`config.mk`:
```
export PLATFORM = sky130hd
export DESIGN_NAME = atc_transmit_control
export DESIGN_NICKNAME = d
export VERILOG_FILES = /design/src/atc_pkg.sv /design/src/atc_spi_byte.sv /design/src/atc_tx_serializer.sv /design/src/atc_transmit_control.sv
export VERILOG_INCLUDE_DIRS = /design/src
export SDC_FILE = /design/constraint.sdc
export NUM_CORES = 1
export LEC_CHECK = 0
export CAP_MARGIN = 0
export CORE_MARGIN = 1
export CORE_UTILIZATION = 58
export CTS_CLUSTER_SIZE = 25
export DETAILED_ROUTE_END_ITERATION = 10
export DONT_BUFFER_PORTS = 1
export PLACE_DENSITY_LB_ADDON = 0.25
export SLEW_MARGIN = 10
export SYNTH_ARGS = -nofsm -noshare
export SYNTH_HDL_FRONTEND = slang
export SYNTH_SLANG_ARGS = --single-unit
```
`constraint.sdc`:
```
create_clock -name ref_clk_i -period 6.55 [get_ports ref_clk_i]
set_clock_uncertainty 0.1 [all_clocks]
set_input_delay 1.31 -clock ref_clk_i [delete_from_list [all_inputs] [get_ports ref_clk_i]]
set_output_delay 1.31 -clock ref_clk_i [all_outputs]
set_load 0.005 [all_outputs]
```
`src/atc_defs.svh`:
```
`ifndef ATC_DEFS_SVH
`define ATC_DEFS_SVH

// ****************************************
// command opcodes
// ****************************************
`define ATC_OP_WR_CTRL   8'h08
`define ATC_OP_RD_CTRL   8'h84
`define ATC_OP_TX_EN     8'h40

// ****************************************
// control register fields and reset
// ****************************************
`define ATC_CTRL_RESET   8'h00
`define ATC_BIT_FLOAT    7
`define ATC_BIT_REVERSE  6
`define ATC_BIT_AUTO     5
`define ATC_BIT_LOOP     4
`define ATC_BIT_SENSE    3
`define ATC_BIT_PARITY   2
`define ATC_BIT_SPARE    1
`define ATC_BIT_RATE     0

// ****************************************
// timing
// ****************************************
`define ATC_CLK_NS       20
`define ATC_HS_BIT_NS    10000
`define ATC_HS_HALF_CYC  (`ATC_HS_BIT_NS / (2 * `ATC_CLK_NS))
`define ATC_LS_FACTOR    8
`define ATC_WORD_BITS    32
`define ATC_GAP_BITS     4

`endif

```
`src/atc_pkg.sv`:
```
package atc_pkg;

    typedef enum logic [2:0] {
        ATC_CMD,
        ATC_WRDATA,
        ATC_RDDATA,
        ATC_SKIP
    } atc_cmd_state_t;

    typedef enum logic [1:0] {
        ATC_SER_IDLE,
        ATC_SER_BITS,
        ATC_SER_GAP
    } atc_ser_state_t;

endpackage

```
`src/atc_spi_byte.sv`:
```
`timescale 1ns/100ps
`default_nettype none

// spi mode 0 byte engine, msb first, sck sampled by the core clock
module atc_spi_byte (
    input  wire logic       ref_clk_i,
    input  wire logic       nrst_i,
    input  wire logic       spi_sck_i,
    input  wire logic       spi_cs_n_i,
    input  wire logic       spi_mosi_i,
    input  wire logic       tx_load_i,
    input  wire logic [7:0] tx_byte_i,
    output logic            spi_miso_o,
    output logic            byte_done_o,
    output logic [7:0]      rx_byte_o
);

    logic       sck_d_ff;
    logic [2:0] cnt_ff;
    logic [6:0] sh_in_ff;
    logic [7:0] sh_out_ff;
    logic [7:0] rx_byte_ff;
    logic       done_ff;

    wire rise = spi_sck_i & ~sck_d_ff & ~spi_cs_n_i;
    wire fall = ~spi_sck_i & sck_d_ff & ~spi_cs_n_i;

    always_ff @(posedge ref_clk_i or negedge nrst_i) begin
        if (!nrst_i) begin
            sck_d_ff   <= 1'b0;
            cnt_ff     <= 3'h0;
            sh_in_ff   <= 7'h00;
            sh_out_ff  <= 8'h00;
            rx_byte_ff <= 8'h00;
            done_ff    <= 1'b0;
        end else begin
            sck_d_ff <= spi_sck_i;
            done_ff  <= 1'b0;
            if (spi_cs_n_i) begin
                cnt_ff <= 3'h0;
            end else if (rise) begin
                cnt_ff   <= cnt_ff + 3'h1;
                sh_in_ff <= {sh_in_ff[5:0], spi_mosi_i};
                if (cnt_ff == 3'h7) begin
                    rx_byte_ff <= {sh_in_ff, spi_mosi_i};
                    done_ff    <= 1'b1;
                end
            end
            // no shift on the fall that follows a byte boundary, so a fresh load keeps its msb
            if (tx_load_i) begin
                sh_out_ff <= tx_byte_i;
            end else if (fall && cnt_ff != 3'h0) begin
                sh_out_ff <= {sh_out_ff[6:0], 1'b0};
            end
        end
    end

    assign spi_miso_o  = sh_out_ff[7];
    assign byte_done_o = done_ff;
    assign rx_byte_o   = rx_byte_ff;

endmodule

`default_nettype wire

```
`src/atc_tx_serializer.sv`:
```
`timescale 1ns/100ps
`default_nettype none
`include "atc_defs.svh"

// bipolar return-to-zero serializer, word bit 0 first, gap of null bits after each word
module atc_tx_serializer #(
    parameter int WORD_BITS = `ATC_WORD_BITS,
    parameter int GAP_BITS  = `ATC_GAP_BITS
) (
    input  wire logic                 ref_clk_i,
    input  wire logic                 nrst_i,
    input  wire logic                 half_en_i,
    input  wire logic                 start_i,
    input  wire logic [WORD_BITS-1:0] word_i,
    output logic                      idle_o,
    output logic                      line_hi_o,
    output logic                      line_lo_o
);

    localparam int HW = $clog2(2 * WORD_BITS);

    atc_pkg::atc_ser_state_t st_ff;
    logic [WORD_BITS-1:0]    sh_ff;
    logic [HW-1:0]           half_ff;
    logic                    hi_ff;
    logic                    lo_ff;

    wire last_bit = (half_ff == HW'(2 * WORD_BITS - 1));
    wire last_gap = (half_ff == HW'(2 * GAP_BITS - 1));

    always_ff @(posedge ref_clk_i or negedge nrst_i) begin
        if (!nrst_i) begin
            st_ff   <= atc_pkg::ATC_SER_IDLE;
            sh_ff   <= '0;
            half_ff <= '0;
            hi_ff   <= 1'b0;
            lo_ff   <= 1'b0;
        end else begin
            unique case (st_ff)
                atc_pkg::ATC_SER_IDLE: begin
                    if (start_i) begin
                        sh_ff   <= word_i;
                        half_ff <= '0;
                        st_ff   <= atc_pkg::ATC_SER_BITS;
                    end
                end
                atc_pkg::ATC_SER_BITS: begin
                    if (half_en_i) begin
                        half_ff <= half_ff + HW'(1);
                        if (!half_ff[0]) begin
                            hi_ff <= sh_ff[0];
                            lo_ff <= ~sh_ff[0];
                        end else begin
                            hi_ff <= 1'b0;
                            lo_ff <= 1'b0;
                            sh_ff <= sh_ff >> 1;
                        end
                        if (last_bit) begin
                            half_ff <= '0;
                            st_ff   <= atc_pkg::ATC_SER_GAP;
                        end
                    end
                end
                atc_pkg::ATC_SER_GAP: begin
                    if (half_en_i) begin
                        half_ff <= half_ff + HW'(1);
                        if (last_gap) begin
                            st_ff <= atc_pkg::ATC_SER_IDLE;
                        end
                    end
                end
                default: st_ff <= atc_pkg::ATC_SER_IDLE;
            endcase
        end
    end

    assign idle_o    = (st_ff == atc_pkg::ATC_SER_IDLE);
    assign line_hi_o = hi_ff;
    assign line_lo_o = lo_ff;

endmodule

`default_nettype wire

```
`src/atc_transmit_control.sv`:
```
`timescale 1ns/100ps
`default_nettype none
`include "atc_defs.svh"

// Overview of operation
// - opcode 0x08 writes the transmit control register, opcode 0x84 reads it back
// - bit 7 set floats the line driver outputs
// - bit 6 set reverses the first 8 bits of each sent word
// - bit 5 clear holds words until opcode 0x40; set sends as available
// - bit 4 set loops transmitter output to both receiver inputs
// - in loopback, external receive data on both channels is ignored
// - in loopback, external line driver outputs stay at null
// - bit 2 clear sends bit 32 as data; set replaces it with parity
// - parity is odd when bit 3 is 0, even when 1
// - bit 0 clear selects high rate; set selects one eighth of it
module atc_transmit_control #(
    parameter int HALF_CYC  = `ATC_HS_HALF_CYC,
    parameter int LS_FACTOR = `ATC_LS_FACTOR
) (
    input  wire logic        ref_clk_i,
    input  wire logic        nrst_i,
    input  wire logic        spi_sck_i,
    input  wire logic        spi_cs_n_i,
    input  wire logic        spi_mosi_i,
    output logic             spi_miso_o,
    input  wire logic [31:0] tx_word_i,
    input  wire logic        tx_valid_i,
    output logic             tx_ready_o,
    output logic             line_hi_o,
    output logic             line_lo_o,
    output logic             line_oe_o,
    input  wire logic        rx1_hi_i,
    input  wire logic        rx1_lo_i,
    input  wire logic        rx2_hi_i,
    input  wire logic        rx2_lo_i,
    output logic             rx1_hi_o,
    output logic             rx1_lo_o,
    output logic             rx2_hi_o,
    output logic             rx2_lo_o,
    output logic [7:0]       ctrl_o
);

    localparam int DW = $clog2(HALF_CYC * LS_FACTOR + 1);

    // ****************************************
    // command decode
    // ****************************************
    atc_pkg::atc_cmd_state_t st_ff;
    atc_pkg::atc_cmd_state_t nxt_st;
    logic [7:0]              ctrl_ff;
    logic [7:0]              nxt_ctrl;
    logic                    armed_ff;
    logic                    nxt_armed;
    logic                    byte_done;
    logic [7:0]              rx_byte;

    wire op_byte  = byte_done && (st_ff == atc_pkg::ATC_CMD);
    wire op_wr    = op_byte && (rx_byte == `ATC_OP_WR_CTRL);
    wire rd_load  = op_byte && (rx_byte == `ATC_OP_RD_CTRL);
    wire op_txen  = op_byte && (rx_byte == `ATC_OP_TX_EN);
    wire wr_data  = byte_done && (st_ff == atc_pkg::ATC_WRDATA);

    atc_spi_byte u_spi (
        .ref_clk_i   (ref_clk_i),
        .nrst_i      (nrst_i),
        .spi_sck_i   (spi_sck_i),
        .spi_cs_n_i  (spi_cs_n_i),
        .spi_mosi_i  (spi_mosi_i),
        .tx_load_i   (rd_load),
        .tx_byte_i   (ctrl_ff),
        .spi_miso_o  (spi_miso_o),
        .byte_done_o (byte_done),
        .rx_byte_o   (rx_byte)
    );

    wire float_en = ctrl_ff[`ATC_BIT_FLOAT];
    wire rev_en   = ctrl_ff[`ATC_BIT_REVERSE];
    wire auto_en  = ctrl_ff[`ATC_BIT_AUTO];
    wire loop_en  = ctrl_ff[`ATC_BIT_LOOP];
    wire even_en  = ctrl_ff[`ATC_BIT_SENSE];
    wire par_en   = ctrl_ff[`ATC_BIT_PARITY];
    wire slow_en  = ctrl_ff[`ATC_BIT_RATE];

    // one opcode per chip select; further bytes after a data byte are dropped
    always_comb begin
        nxt_st = st_ff;
        if (spi_cs_n_i) begin
            nxt_st = atc_pkg::ATC_CMD;
        end else if (byte_done) begin
            unique case (st_ff)
                atc_pkg::ATC_CMD: begin
                    if (op_wr) begin
                        nxt_st = atc_pkg::ATC_WRDATA;
                    end else if (rd_load) begin
                        nxt_st = atc_pkg::ATC_RDDATA;
                    end else begin
                        nxt_st = atc_pkg::ATC_SKIP;
                    end
                end
                atc_pkg::ATC_WRDATA: nxt_st = atc_pkg::ATC_SKIP;
                atc_pkg::ATC_RDDATA: nxt_st = atc_pkg::ATC_SKIP;
                atc_pkg::ATC_SKIP:   nxt_st = atc_pkg::ATC_SKIP;
                default:             nxt_st = atc_pkg::ATC_SKIP;
            endcase
        end
    end

    assign nxt_ctrl = wr_data ? rx_byte : ctrl_ff;

    // ****************************************
    // send gating
    // ****************************************
    logic ser_idle;
    logic ser_hi;
    logic ser_lo;

    wire send_ok   = auto_en || armed_ff;
    wire ser_start = tx_valid_i && ser_idle && send_ok;
    // enable opcode releases the queue until it runs dry; a new enable wins over the drain
    assign nxt_armed = op_txen ? 1'b1 :
                       (!tx_valid_i && ser_idle) ? 1'b0 : armed_ff;

    always_ff @(posedge ref_clk_i or negedge nrst_i) begin
        if (!nrst_i) begin
            st_ff    <= atc_pkg::ATC_CMD;
            ctrl_ff  <= `ATC_CTRL_RESET;
            armed_ff <= 1'b0;
        end else begin
            st_ff    <= nxt_st;
            ctrl_ff  <= nxt_ctrl;
            armed_ff <= nxt_armed;
        end
    end

    // ****************************************
    // word formatting
    // ****************************************
    wire [7:0]  lab_rev = {tx_word_i[0], tx_word_i[1], tx_word_i[2], tx_word_i[3],
                           tx_word_i[4], tx_word_i[5], tx_word_i[6], tx_word_i[7]};
    wire [7:0]  lab     = rev_en ? lab_rev : tx_word_i[7:0];
    wire [30:0] body    = {tx_word_i[30:8], lab};
    wire        par_bit = even_en ? (^body) : ~(^body);
    wire        top_bit = par_en ? par_bit : tx_word_i[31];
    wire [31:0] ser_word = {top_bit, body};

    // ****************************************
    // bit rate divider
    // ****************************************
    logic [DW-1:0] div_ff;
    wire  [DW-1:0] div_top = slow_en ? DW'(HALF_CYC * LS_FACTOR - 1)
                                     : DW'(HALF_CYC - 1);
    wire           half_en = (div_ff >= div_top);

    always_ff @(posedge ref_clk_i or negedge nrst_i) begin
        if (!nrst_i) begin
            div_ff <= '0;
        end else begin
            div_ff <= half_en ? '0 : div_ff + DW'(1);
        end
    end

    atc_tx_serializer u_ser (
        .ref_clk_i (ref_clk_i),
        .nrst_i    (nrst_i),
        .half_en_i (half_en),
        .start_i   (ser_start),
        .word_i    (ser_word),
        .idle_o    (ser_idle),
        .line_hi_o (ser_hi),
        .line_lo_o (ser_lo)
    );

    // ****************************************
    // line driver and loopback
    // ****************************************
    assign tx_ready_o = ser_idle && send_ok;
    assign line_oe_o  = ~float_en;
    assign line_hi_o  = ser_hi & ~loop_en;
    assign line_lo_o  = ser_lo & ~loop_en;
    assign rx1_hi_o   = loop_en ? ser_hi : rx1_hi_i;
    assign rx1_lo_o   = loop_en ? ser_lo : rx1_lo_i;
    assign rx2_hi_o   = loop_en ? ser_hi : rx2_hi_i;
    assign rx2_lo_o   = loop_en ? ser_lo : rx2_lo_i;
    assign ctrl_o     = ctrl_ff;

    // ****************************************
    // assertions
    // ****************************************
    chk_write_stores: assert property (@(posedge ref_clk_i) disable iff (!nrst_i)
        wr_data |=> ctrl_ff == $past(rx_byte))
        else $error("control write not stored");

    chk_read_loads: assert property (@(posedge ref_clk_i) disable iff (!nrst_i)
        rd_load |=> spi_miso_o == $past(ctrl_ff[7]))
        else $error("readback msb not presented");

    chk_driver_float: assert property (@(posedge ref_clk_i) disable iff (!nrst_i)
        float_en |-> !line_oe_o)
        else $error("driver not floated");

    chk_label_reverse: assert property (@(posedge ref_clk_i) disable iff (!nrst_i)
        (ser_start && rev_en) |-> ser_word[7:0] == lab_rev)
        else $error("label not reversed");

    chk_hold_send: assert property (@(posedge ref_clk_i) disable iff (!nrst_i)
        (!auto_en && !armed_ff) |-> !ser_start)
        else $error("word sent without enable");

    chk_auto_send: assert property (@(posedge ref_clk_i) disable iff (!nrst_i)
        (auto_en && tx_valid_i && ser_idle) |=> !ser_idle)
        else $error("auto mode did not send");

    chk_loop_route: assert property (@(posedge ref_clk_i) disable iff (!nrst_i)
        loop_en |-> (rx1_hi_o == ser_hi && rx2_lo_o == ser_lo))
        else $error("loopback route broken");

    chk_rx_ignore: assert property (@(posedge ref_clk_i) disable iff (!nrst_i)
        (loop_en && $stable(loop_en) && $changed(rx1_hi_i) && $stable(ser_hi))
        |-> $stable(rx1_hi_o))
        else $error("external receive data leaks in loopback");

    chk_null_line: assert property (@(posedge ref_clk_i) disable iff (!nrst_i)
        loop_en |-> (!line_hi_o && !line_lo_o))
        else $error("line not null in loopback");

    chk_data_bit32: assert property (@(posedge ref_clk_i) disable iff (!nrst_i)
        (ser_start && !par_en) |-> ser_word[31] == tx_word_i[31])
        else $error("bit 32 not data");

    chk_parity_sense: assert property (@(posedge ref_clk_i) disable iff (!nrst_i)
        (ser_start && par_en) |-> (^ser_word) == ~even_en)
        else $error("word parity wrong");

    chk_slow_rate: assert property (@(posedge ref_clk_i) disable iff (!nrst_i)
        (half_en && slow_en && $stable(slow_en)) |=> (!half_en || !slow_en) [*8])
        else $error("low rate divider too fast");

    cov_write: cover property (@(posedge ref_clk_i) disable iff (!nrst_i) wr_data);
    cov_txen_send: cover property (@(posedge ref_clk_i) disable iff (!nrst_i)
        (!auto_en && op_txen) ##[1:10] ser_start);
    cov_loop_send: cover property (@(posedge ref_clk_i) disable iff (!nrst_i)
        loop_en && ser_start);
    cov_slow_send: cover property (@(posedge ref_clk_i) disable iff (!nrst_i)
        slow_en && par_en && ser_start);
    cov_float_send: cover property (@(posedge ref_clk_i) disable iff (!nrst_i)
        float_en && ser_start);

endmodule

`default_nettype wire

```
# == Word level (Yosys, flattened, before mapping) ==
# Cells that the tools add are included.
# W data, S select, Z words.
# totals
ram_bits,0
mem_count,0
out_inout_bits,17
mem_bits_ro,0
latch_bits,0
regBits,93
# classes
magnitude_cmp,1
div_mod_pow,0
n_reduce_logical,28
bitwise,13
n_mul,0
mux,40
addsub,3
n_eq_ne,15
shifts,0
# ops
cell,count
$mux W32,3
$pmux W32 S2,1
$reduce_xor A31 Y1,1
$mux W6,4
$mux W8,3
$mux W11,2
$pmux W6 S3,1
$mux W3,5
$mux W1,14
$mux W2,6
$add A11 B1 Y11 const B,1
$ge A11 B11 Y1,1
$logic_and A1 B1 Y1,10
$reduce_bool A2 Y1,5
$eq A8 B4 Y1 const B,1
$eq A8 B7 Y1 const B,1
$eq A8 B8 Y1 const B,1
$ne A2 B1 Y1 const B,4
$reduce_and A4 Y1,2
$not A1 Y1,7
$add A6 B1 Y6 const B,1
$and A1 B1 Y1,6
$eq A6 B3 Y1 const B,1
$eq A6 B6 Y1 const B,1
other kinds (15),18

# == Depth between registers and ports, before layout ==
# Gate-level depths: netlist of run 1.
# logic_depth
word_depth,8
depth_mapped,9
ltp_nobuf,8

# == Modules after synthesis ==
# A second synthesis of run 1 with hierarchy kept.
# unflattened
cells_unflattened,460
hier_area_um2,4892.2
# modules_own_cells
mod,cells_each,area_per_inst_um2,n_inst
atc_tx_serializer,207,2104.5,1
atc_transmit_control,157,1537.7,1
atc_spi_byte,96,1249.9,1

# == Worst setup path after synthesis of run 1 ==
# OpenSTA, ideal clock, no wires.
# synth_path
kind,input -> output
startpoint,in rx1_hi_i
endpoint,out rx1_hi_o
arrival_ns,1.498
path_stages,2
t_required_ns,5.140
path_slack_ns,3.642
path_cell_list,inv_1 o21ai_0
# synth_between
elab_chain_len,1
# synth_lines
element,line,text
start: declaration,atc_transmit_control.sv:32,"input wire logic rx1_hi_i,"
$mux W1,atc_transmit_control.sv:180,assign rx1_hi_o = loop_en ? ser_hi : rx1_hi_i;
end: declaration,atc_transmit_control.sv:36,"output logic rx1_hi_o,"
# No other way between the ends.

# == Worst setup path after layout of run 1 ==
# layout_path
startpoint,in rx1_lo_i
endpoint,out rx1_lo_o
# layout_between
elab_chain_len,1
# layout_lines
element,line,text
start: declaration,atc_transmit_control.sv:33,"input wire logic rx1_lo_i,"
$mux W1,atc_transmit_control.sv:181,assign rx1_lo_o = loop_en ? ser_lo : rx1_lo_i;
end: declaration,atc_transmit_control.sv:37,"output logic rx1_lo_o,"
# No other way between the ends.

==> metrics.yaml, run 1 <==
worst_setup_path:
  critical_path.top_delay_family: "compound AO/OA/AOI/OAI gates"
  cp_data_arrival_time_ns: 1.53
  worst_setup_path_start_kind: "input port"
  path_buf_inv: 1
  required_ns: 5.14
  timing.rr.end: "u_ser.sh_ff[6]"
  path_class: "in2out"
  regToRegSetupSlack_ns: 3.78
  r2r_cells: 9
  worstPathCellList: "inv_1 > o21ai_0"
  endpoint_kind: "output port"
  cpMaxStageDelayCell: "o21ai_0"
  reg2reg_from: "ctrl_o[0]"
  crit_fanout: 1
  slowest_delay_ns: 0.21
route:
  vias_per_cell: 5.64
  postRouteAntennaNets: 0
  wirelength_um: 8480
  dr_total_vias: 3053
  drtPass1Iterations: 4
  drt_iter0_drc: 127
  routedWlPerCell_um: 15.7
  drcViolationCount: 0
layout:
  seq_area_um2: 2300
  multi_input_area_um2: 2420
  nFillCells: 652
  areaGrowthSynthToFinish_pct: 5.07
  fin_cells: 541
  nNetsFinal: 488
  layout-drive-gt1-share_pct: 23.4
  diodes: 0
sta:
  setup_viol: 0
  rsz0062_at_grt: "false"
  relSlewSlack_pct: 40.4
  maxSlewViolCount: 0
  finalCriticalPeriod_ns: 2.94
  tightest_slew_ns: 0.886
  fin_crit_sh_pct: 44.9
  fmax_mhz: 340
  setup_tns_ns: 0
  hold_ws_ns: 0.411
  final-hold-violation-count: 0
  fin_ws_ns: 3.61
die:
  fp-row-count: 33
  die_height_um: 93.7
  start_util_pct: 59.7
  io_pins: 59
  die-area_um2: 8790
  die_x_um: 93.7
  core-area_um2: 8180
synth:
  ys_top_cells_by_area: "dfrtp_1 47%, mux2_2 17%, xnor2_1 5.9%, mux2i_1 4.1%, ha_1 3.8%"
  syn_area_um2: 4880
  yosysTopAreaCell: "dfrtp_1"
  synth_common_cells: "92 x dfrtp_1, 72 x mux2_2, 34 x nor2_1"
  synth_most_common_cell: "dfrtp_1"
  synth-edff-count: 0
  synth.distinct_cells: 41
  netlist.area_leader.share_pct: 47.2
  synth-seq-cells: 92
  synth-main-ff-cell: "dfrtp_1"
  yosysSeqAreaShare_pct: 47.2
  ys_warn_count: 0
  synth_cells: 434
  syn_avg_cell_area_um2: 11.2
  async_reset_ff_share_pct: 100
  syn-num-nets: 491
power_and_ir_drop:
  p_sw_w: 0.000275
  powerDensity_nw_per_um2: 209
  intPower_w: 0.000797
  p_comb_share_pct: 8.5
  pwr-share-seq_pct: 57.0
  vdd_drop_max_mv: 0.169
  swShare_pct: 25.6
  clockPowerShare_pct: 34.4
  power_leakage_nw: 2.45
min_path:
  hold_path_depth: 1
  hp-start: "u_ser.sh_ff[26]"
  hold-path-endpoint: "u_ser.sh_ff[26]"
  hold_class: "reg2reg"
clocking:
  numCtsBuffers: 9
  holdBufCountCts: 0
  clk_pin_slew_ns: 0.09
  cts.sinks: 92
  cts_resized: 0
  clock_insertion_delay_worst_skew_ns: 0.36
  cts_setup_buffers: 0
  clock-root-buffer: "clkbuf_8"
  clockBufferDepth: 2
  cts_max_level: 3
  cts_tree: "done"
global_route:
  grt_pass1_vias: 3107
  grt_pass1_wl_um: 14400
  antenna_found_initial: 0
  overflow: 0
  grt_max_degree: 93
  grt_usage_pct: 21.4
status:
  status: "completed"
place:
  dp_cells: 525
  dp_hpwl_um: 6070
  place.gp.congestion: 0.805
  place_ws_ns: 3.54
  io_buffers: 0
flow_run:
  max-cap-violations: 0
## placed cells by master, fill, tap and decap left out, types with 2 or more instances in the layout
| cell | instances |
|---|---|
| dfrtp_1 | 92 |
| mux2_2 | 72 |
| nor2_1 | 34 |
| xnor2_1 | 33 |
| nand2_1 | 30 |
| o21ai_0 | 23 |
| mux2i_1 | 20 |
| inv_1 | 17 |
| nand3_1 | 17 |
| ha_1 | 15 |
| a21oi_1 | 9 |
| clkbuf_8 | 9 |
| xor2_1 | 8 |
| nor2b_1 | 5 |
| nand2b_1 | 4 |
| and3_1 | 3 |
| a31oi_1 | 3 |
| a32o_1 | 3 |
| mux2_4 | 3 |
| a21o_1 | 2 |
| nor2_2 | 2 |
| and2_1 | 2 |
| o211ai_1 | 2 |
| or2_2 | 2 |
| o41ai_1 | 2 |
| a21boi_0 | 2 |
| inv_6 | 2 |
| inv_8 | 2 |
| buf_4 | 2 |
## metal layers
metal  up-vias  part of all wire [%]  GRT usage, %
met1      1507                    45          27.4
li1       1499                     -             -
met3        10                   3.9          5.26
met4         0                   1.7          8.85
met2        37                    49          34.6
met5         -                     0             0
## sequential cells by signal, indices dropped and copies added, names as in the netlist, 2 cells and up
name and flops:
u_spi.rx_byte_o 8, st_ff 2, u_spi.sh_in_ff 7, u_ser.st_ff 2
div_ff 11, u_ser.half_ff 6, u_spi.cnt_ff 3, u_ser.sh_ff 32
ctrl_o 8, u_spi.sh_out_ff 8
## per-stage QoR
stage                     total power (W)  cell area, µm²  util [%]
after floorplan                  0.000696            4880         -
after CTS                         0.00109            5130      62.7
after detailed placement         0.000715            4940      60.4
after global routing              0.00112            5130      62.7
final                             0.00107            5130      62.7
after global placement           0.000712            4940      60.4
## worst max path at each step
| stage | from | depth (start not counted) | slack (ns) | endpoint |
|---|---|---|---|---|
| after detailed placement | spi_sck_i | 4 | 3.54 | u_spi.rx_byte_o[0] |
| final | rx1_lo_i | 2 | 3.61 | rx1_lo_o |
| after global placement | rx1_hi_i | 2 | 3.61 | rx1_hi_o |
| after CTS | rx1_lo_i | 2 | 3.61 | rx1_lo_o |
| after global routing | u_ser.st_ff[1] | 8 | 3.57 | u_ser.half_ff[3] |
| after floorplan | rx1_hi_i | 2 | 3.64 | rx1_hi_o |
## power by group through the flow
stage               logic [W]  registers, W  clock network (W)
global route         0.000101      0.000615           0.000404
floorplan           0.0000794      0.000617                  0
detailed placement  0.0000928      0.000622                  0
global placement    0.0000899      0.000622                  0
CTS                 0.0000933      0.000611           0.000381
finish              0.0000914      0.000611           0.000369
## kinds of logic after synthesis
logic type | Yosys count | share of synthesized area (%)
simple gates | 104 | 9.74
mux | 95 | 21.6
flops | 92 | 47.2
compound gates | 54 | 7.10
xor+xnor | 41 | 7.36
buf+inv | 33 | 3.18
fa+ha+maj | 15 | 3.84
## final cells by class
class | instances | share of cell area, %
inverter | 17 | 1.24
multi-input combinational | 309 | 47.3
tap | 105 | 2.56
timing repair buffer | 2 | 0.293
clock buffer | 9 | 2.41
clock inverter | 7 | 1.34
sequential | 92 | 44.9
(Power assumes the default switching activity.)
==> inputs of run 2 (changes only) <==
ABC_AREA = 1   (was default)
clock period = 3.1 ns   (was 6.55 ns; I/O delays follow)
==> metrics.yaml, run 2 <==
worst_setup_path:
  slowest_delay_ns: 0.43  # +0.22 ns
  crit_top_cell: "nand2_1"
  worst_setup_path_start_kind: "flop"
  r2r_cells: 11  # +2
  cp_data_arrival_time_ns: 2.61  # +1.08 ns
  endpoint_kind: "flop"
  path_class: "reg2reg"
  crit_fanout: 12  # +11
  required_ns: 3.24  # -1.90 ns
  cpMaxStageDelayCell: "dfrtp_1"
  worstPathCellList: "inv_1 > ha_1 > nand2_1 > nor2_4 > nand2_1 > nand3_2 > a31oi_4 > o21ai_0 > nand2_1 > o21ai_0 > o21a_1"
layout:
  multi_input_area_um2: 2630  # +8.3%
  reg_top3: "u_ser.sh_ff x32, div_ff x11"
  diodes: 0  # unchanged
  nFillCells: 791  # +21%
  layout_commonest_cell: "nand2_1"
  nNetsFinal: 779  # +60%
  final_cell_mix: "280 x nand2_1, 92 x dfrtp_1, 78 x inv_1"
  seq_area_um2: 2300  # unchanged
  postLayoutCellArea_um2: 5650  # +10%
  largest_reg_flops: 32  # unchanged
  areaGrowthSynthToFinish_pct: 4.80
  layout-drive-gt1-share_pct: 5.50  # -18 points
  regMostFlops: "u_ser.sh_ff"
sta:
  relSlewSlack_pct: 50.3  # +9.9 points
  setup_viol: 0  # unchanged
  setup_tns_ns: 0  # unchanged
  finalCriticalPeriod_ns: 2.46
  maxSlewViolCount: 0  # unchanged
  tightest_slew_ns: 0.746  # -0.140 ns
  rsz0062_at_grt: "false"
  fin_crit_sh_pct: 79.4
  final-hold-violation-count: 0  # unchanged
  fmax_mhz: 406
synth:
  yosysSeqAreaShare_pct: 42.7  # -4.5 points
  ys_warn_count: 0  # unchanged
  synth_common_cells: "280 x nand2_1, 92 x dfrtp_1, 78 x inv_1"
  netlist.area_leader.share_pct: 42.7  # -4.5 points
  synth-main-ff-cell: "dfrtp_1"
  syn-num-nets: 784  # +60%
  synth_cells: 727  # +68%
  syn_area_um2: 5390  # +10%
  synth-edff-count: 0  # unchanged
  synth.distinct_cells: 42  # +2.4%
  synth-seq-cells: 92  # unchanged
  ys_top_cells_by_area: "dfrtp_1 43%, nand2_1 19%, inv_1 5.4%, o21ai_0 4.0%, nor2_1 3.9%"
  yosysTopAreaCell: "dfrtp_1"
  synth_most_common_cell: "nand2_1"
  syn_avg_cell_area_um2: 7.42  # -34%
  async_reset_ff_share_pct: 100  # unchanged
clocking:
  clock-root-buffer: "clkbuf_8"
  cts_tree: "done"
  clockBufferDepth: 2  # unchanged
  clk_pin_slew_ns: 0.09  # about the same
  cts.sinks: 92  # unchanged
  cts_max_level: 3  # unchanged
  numCtsBuffers: 9  # unchanged
  clock_insertion_delay_worst_skew_ns: 0.35  # about the same
status:
  violations: "design-rule violations"
  status: "finished with violations"
power_and_ir_drop:
  power_leakage_nw: 2.93  # +20%
  p_sw_w: 0.00144  # +420%
  intPower_w: 0.00245  # +210%
  p_comb_share_pct: 35.0  # +26 points
  powerDensity_nw_per_um2: 689  # +230%
  swShare_pct: 37.0  # +11 points
  vdd_drop_max_mv: 0.486  # +190%
  clockPowerShare_pct: 22.3  # -12 points
  pwr-share-seq_pct: 42.7  # -14 points
global_route:
  grt_pass1_vias: 4245  # +37%
  overflow: 0  # unchanged
  grt_pass1_wl_um: 18900  # +32%
  met2_usage_pct: 38.8  # +4.2 points
  grt_usage_pct: 24.3  # +2.9 points
  antenna_found_initial: 0  # unchanged
  grt_max_degree: 93  # unchanged
  gr-usage-met3_pct: 7.45  # +2.2 points
  grt_use_met1_pct: 32.0  # +4.6 points
  busiest_layer: "met2"
place:
  io_buffers: 0  # unchanged
  place_area_um2: 5410  # +9.5%
  place.gp.congestion: 0.904  # +12%
  dp_hpwl_um: 8210  # +35%
die:
  die_height_um: 98.4  # +5.0%
  start_util_pct: 60.9  # +1.2 points
  core-area_um2: 8850  # +8.2%
  die-area_um2: 9690  # +10%
  die_x_um: 98.4  # +5.0%
  fp-row-count: 34  # +3.0%
  io_pins: 59  # unchanged
route:
  wirelength_um: 11000  # +29%
  routedWlPerCell_um: 13.1  # -16%
  drt_iter0_drc: 314  # +150%
  vias_per_cell: 5.47  # -3.0%
  dr_total_vias: 4571  # +50%
  postRouteAntennaNets: 0  # unchanged
  drcViolationCount: 2  # +2
  drtPass1Iterations: 8  # +4
flow_run:
  max-cap-violations: 0  # unchanged
min_path:
  hold_class: "in2async"
==> run 2: final cells by class <==
class                           count  area share, %
Inverter                           84           5.80
Clock inverter                      5           1.33
Sequential cell                    92           40.7
Multi-Input combinational cell    532           46.5
Tap cell                          108           2.39
Clock buffer                       11           2.50
Timing Repair Buffer                3          0.753
==> run 2: worst max-delay path, delay by kind of cell (launching register included) <==
family / cells / cell delay, ns
AND/OR/NAND/NOR: 5 / 0.62
buffers and inverters: 1 / 0.20
flip-flops: 1 / 0.43
AO/OA/AOI/OAI: 4 / 0.68
adder cells (fa/ha/maj): 1 / 0.30
==> run 2: metal layers <==
metal	up-vias	part of all wire, %
li1	2312	-
met1	2129	46
met2	109	46
met3	21	6.3
met4	0	2.1
met5	-	0
==> run 2: what timing repair did <==
| item | 4_1_cts | 5_1_grt |
|---|---|---|
| hold endpoints to repair | 92 | 0 |
| setup buffers | 0 | 0 |
| resized for setup | 0 | 0 |
| hold buffers | 1 | 0 |
==> run 2: final timing paths <==
kind                                 from               end  slack [ns]
max                             ctrl_o[0]  u_ser.half_ff[3]        0.64
max in group asynchronous          nrst_i    u_spi.sck_d_ff        2.47
min                                nrst_i         ctrl_o[0]        0.05
min in group ref_clk_i          spi_sck_i    u_spi.sck_d_ff        0.19
min reg2reg                u_ser.sh_ff[7]    u_ser.sh_ff[7]        0.39
max reg2reg                     ctrl_o[0]  u_ser.half_ff[3]        0.64
==> run 2: metrics by stage <==
step           cells  setup slack, ns  utilization [%]  power [W]  hold WS, ns
2_1_floorplan    727            0.965                -    0.00286        0.224
3_3_place_gp     818            0.778             61.1    0.00295        0.227
3_5_place_dp     818            0.662             61.1    0.00303        0.226
4_1_cts          835            0.638             63.9    0.00393       0.0747
5_1_grt          835            0.460             63.9    0.00420       0.0777
6_report         835            0.639             63.9    0.00390       0.0485
==> run 2: cell families after synthesis <==
| logic type | synth area share (%) |
|---|---|
| xor gates and xnor gates | 1.95 |
| adders and majority gates | 3.48 |
| DFF | 42.7 |
| buffers and inverters | 8.59 |
| and+or+nand+nor | 29.7 |
| AOI/OAI and AO/OA | 13.6 |
==> run 2: power by group through the flow <==
stage,Clock [W],Combinational (W),Sequential (W)
finish,0.000867,0.00136,0.00167
global route,0.000941,0.00156,0.00170
CTS,0.000895,0.00137,0.00166
detailed placement,0,0.00134,0.00168
global placement,0,0.00128,0.00168
floorplan,0,0.00122,0.00164
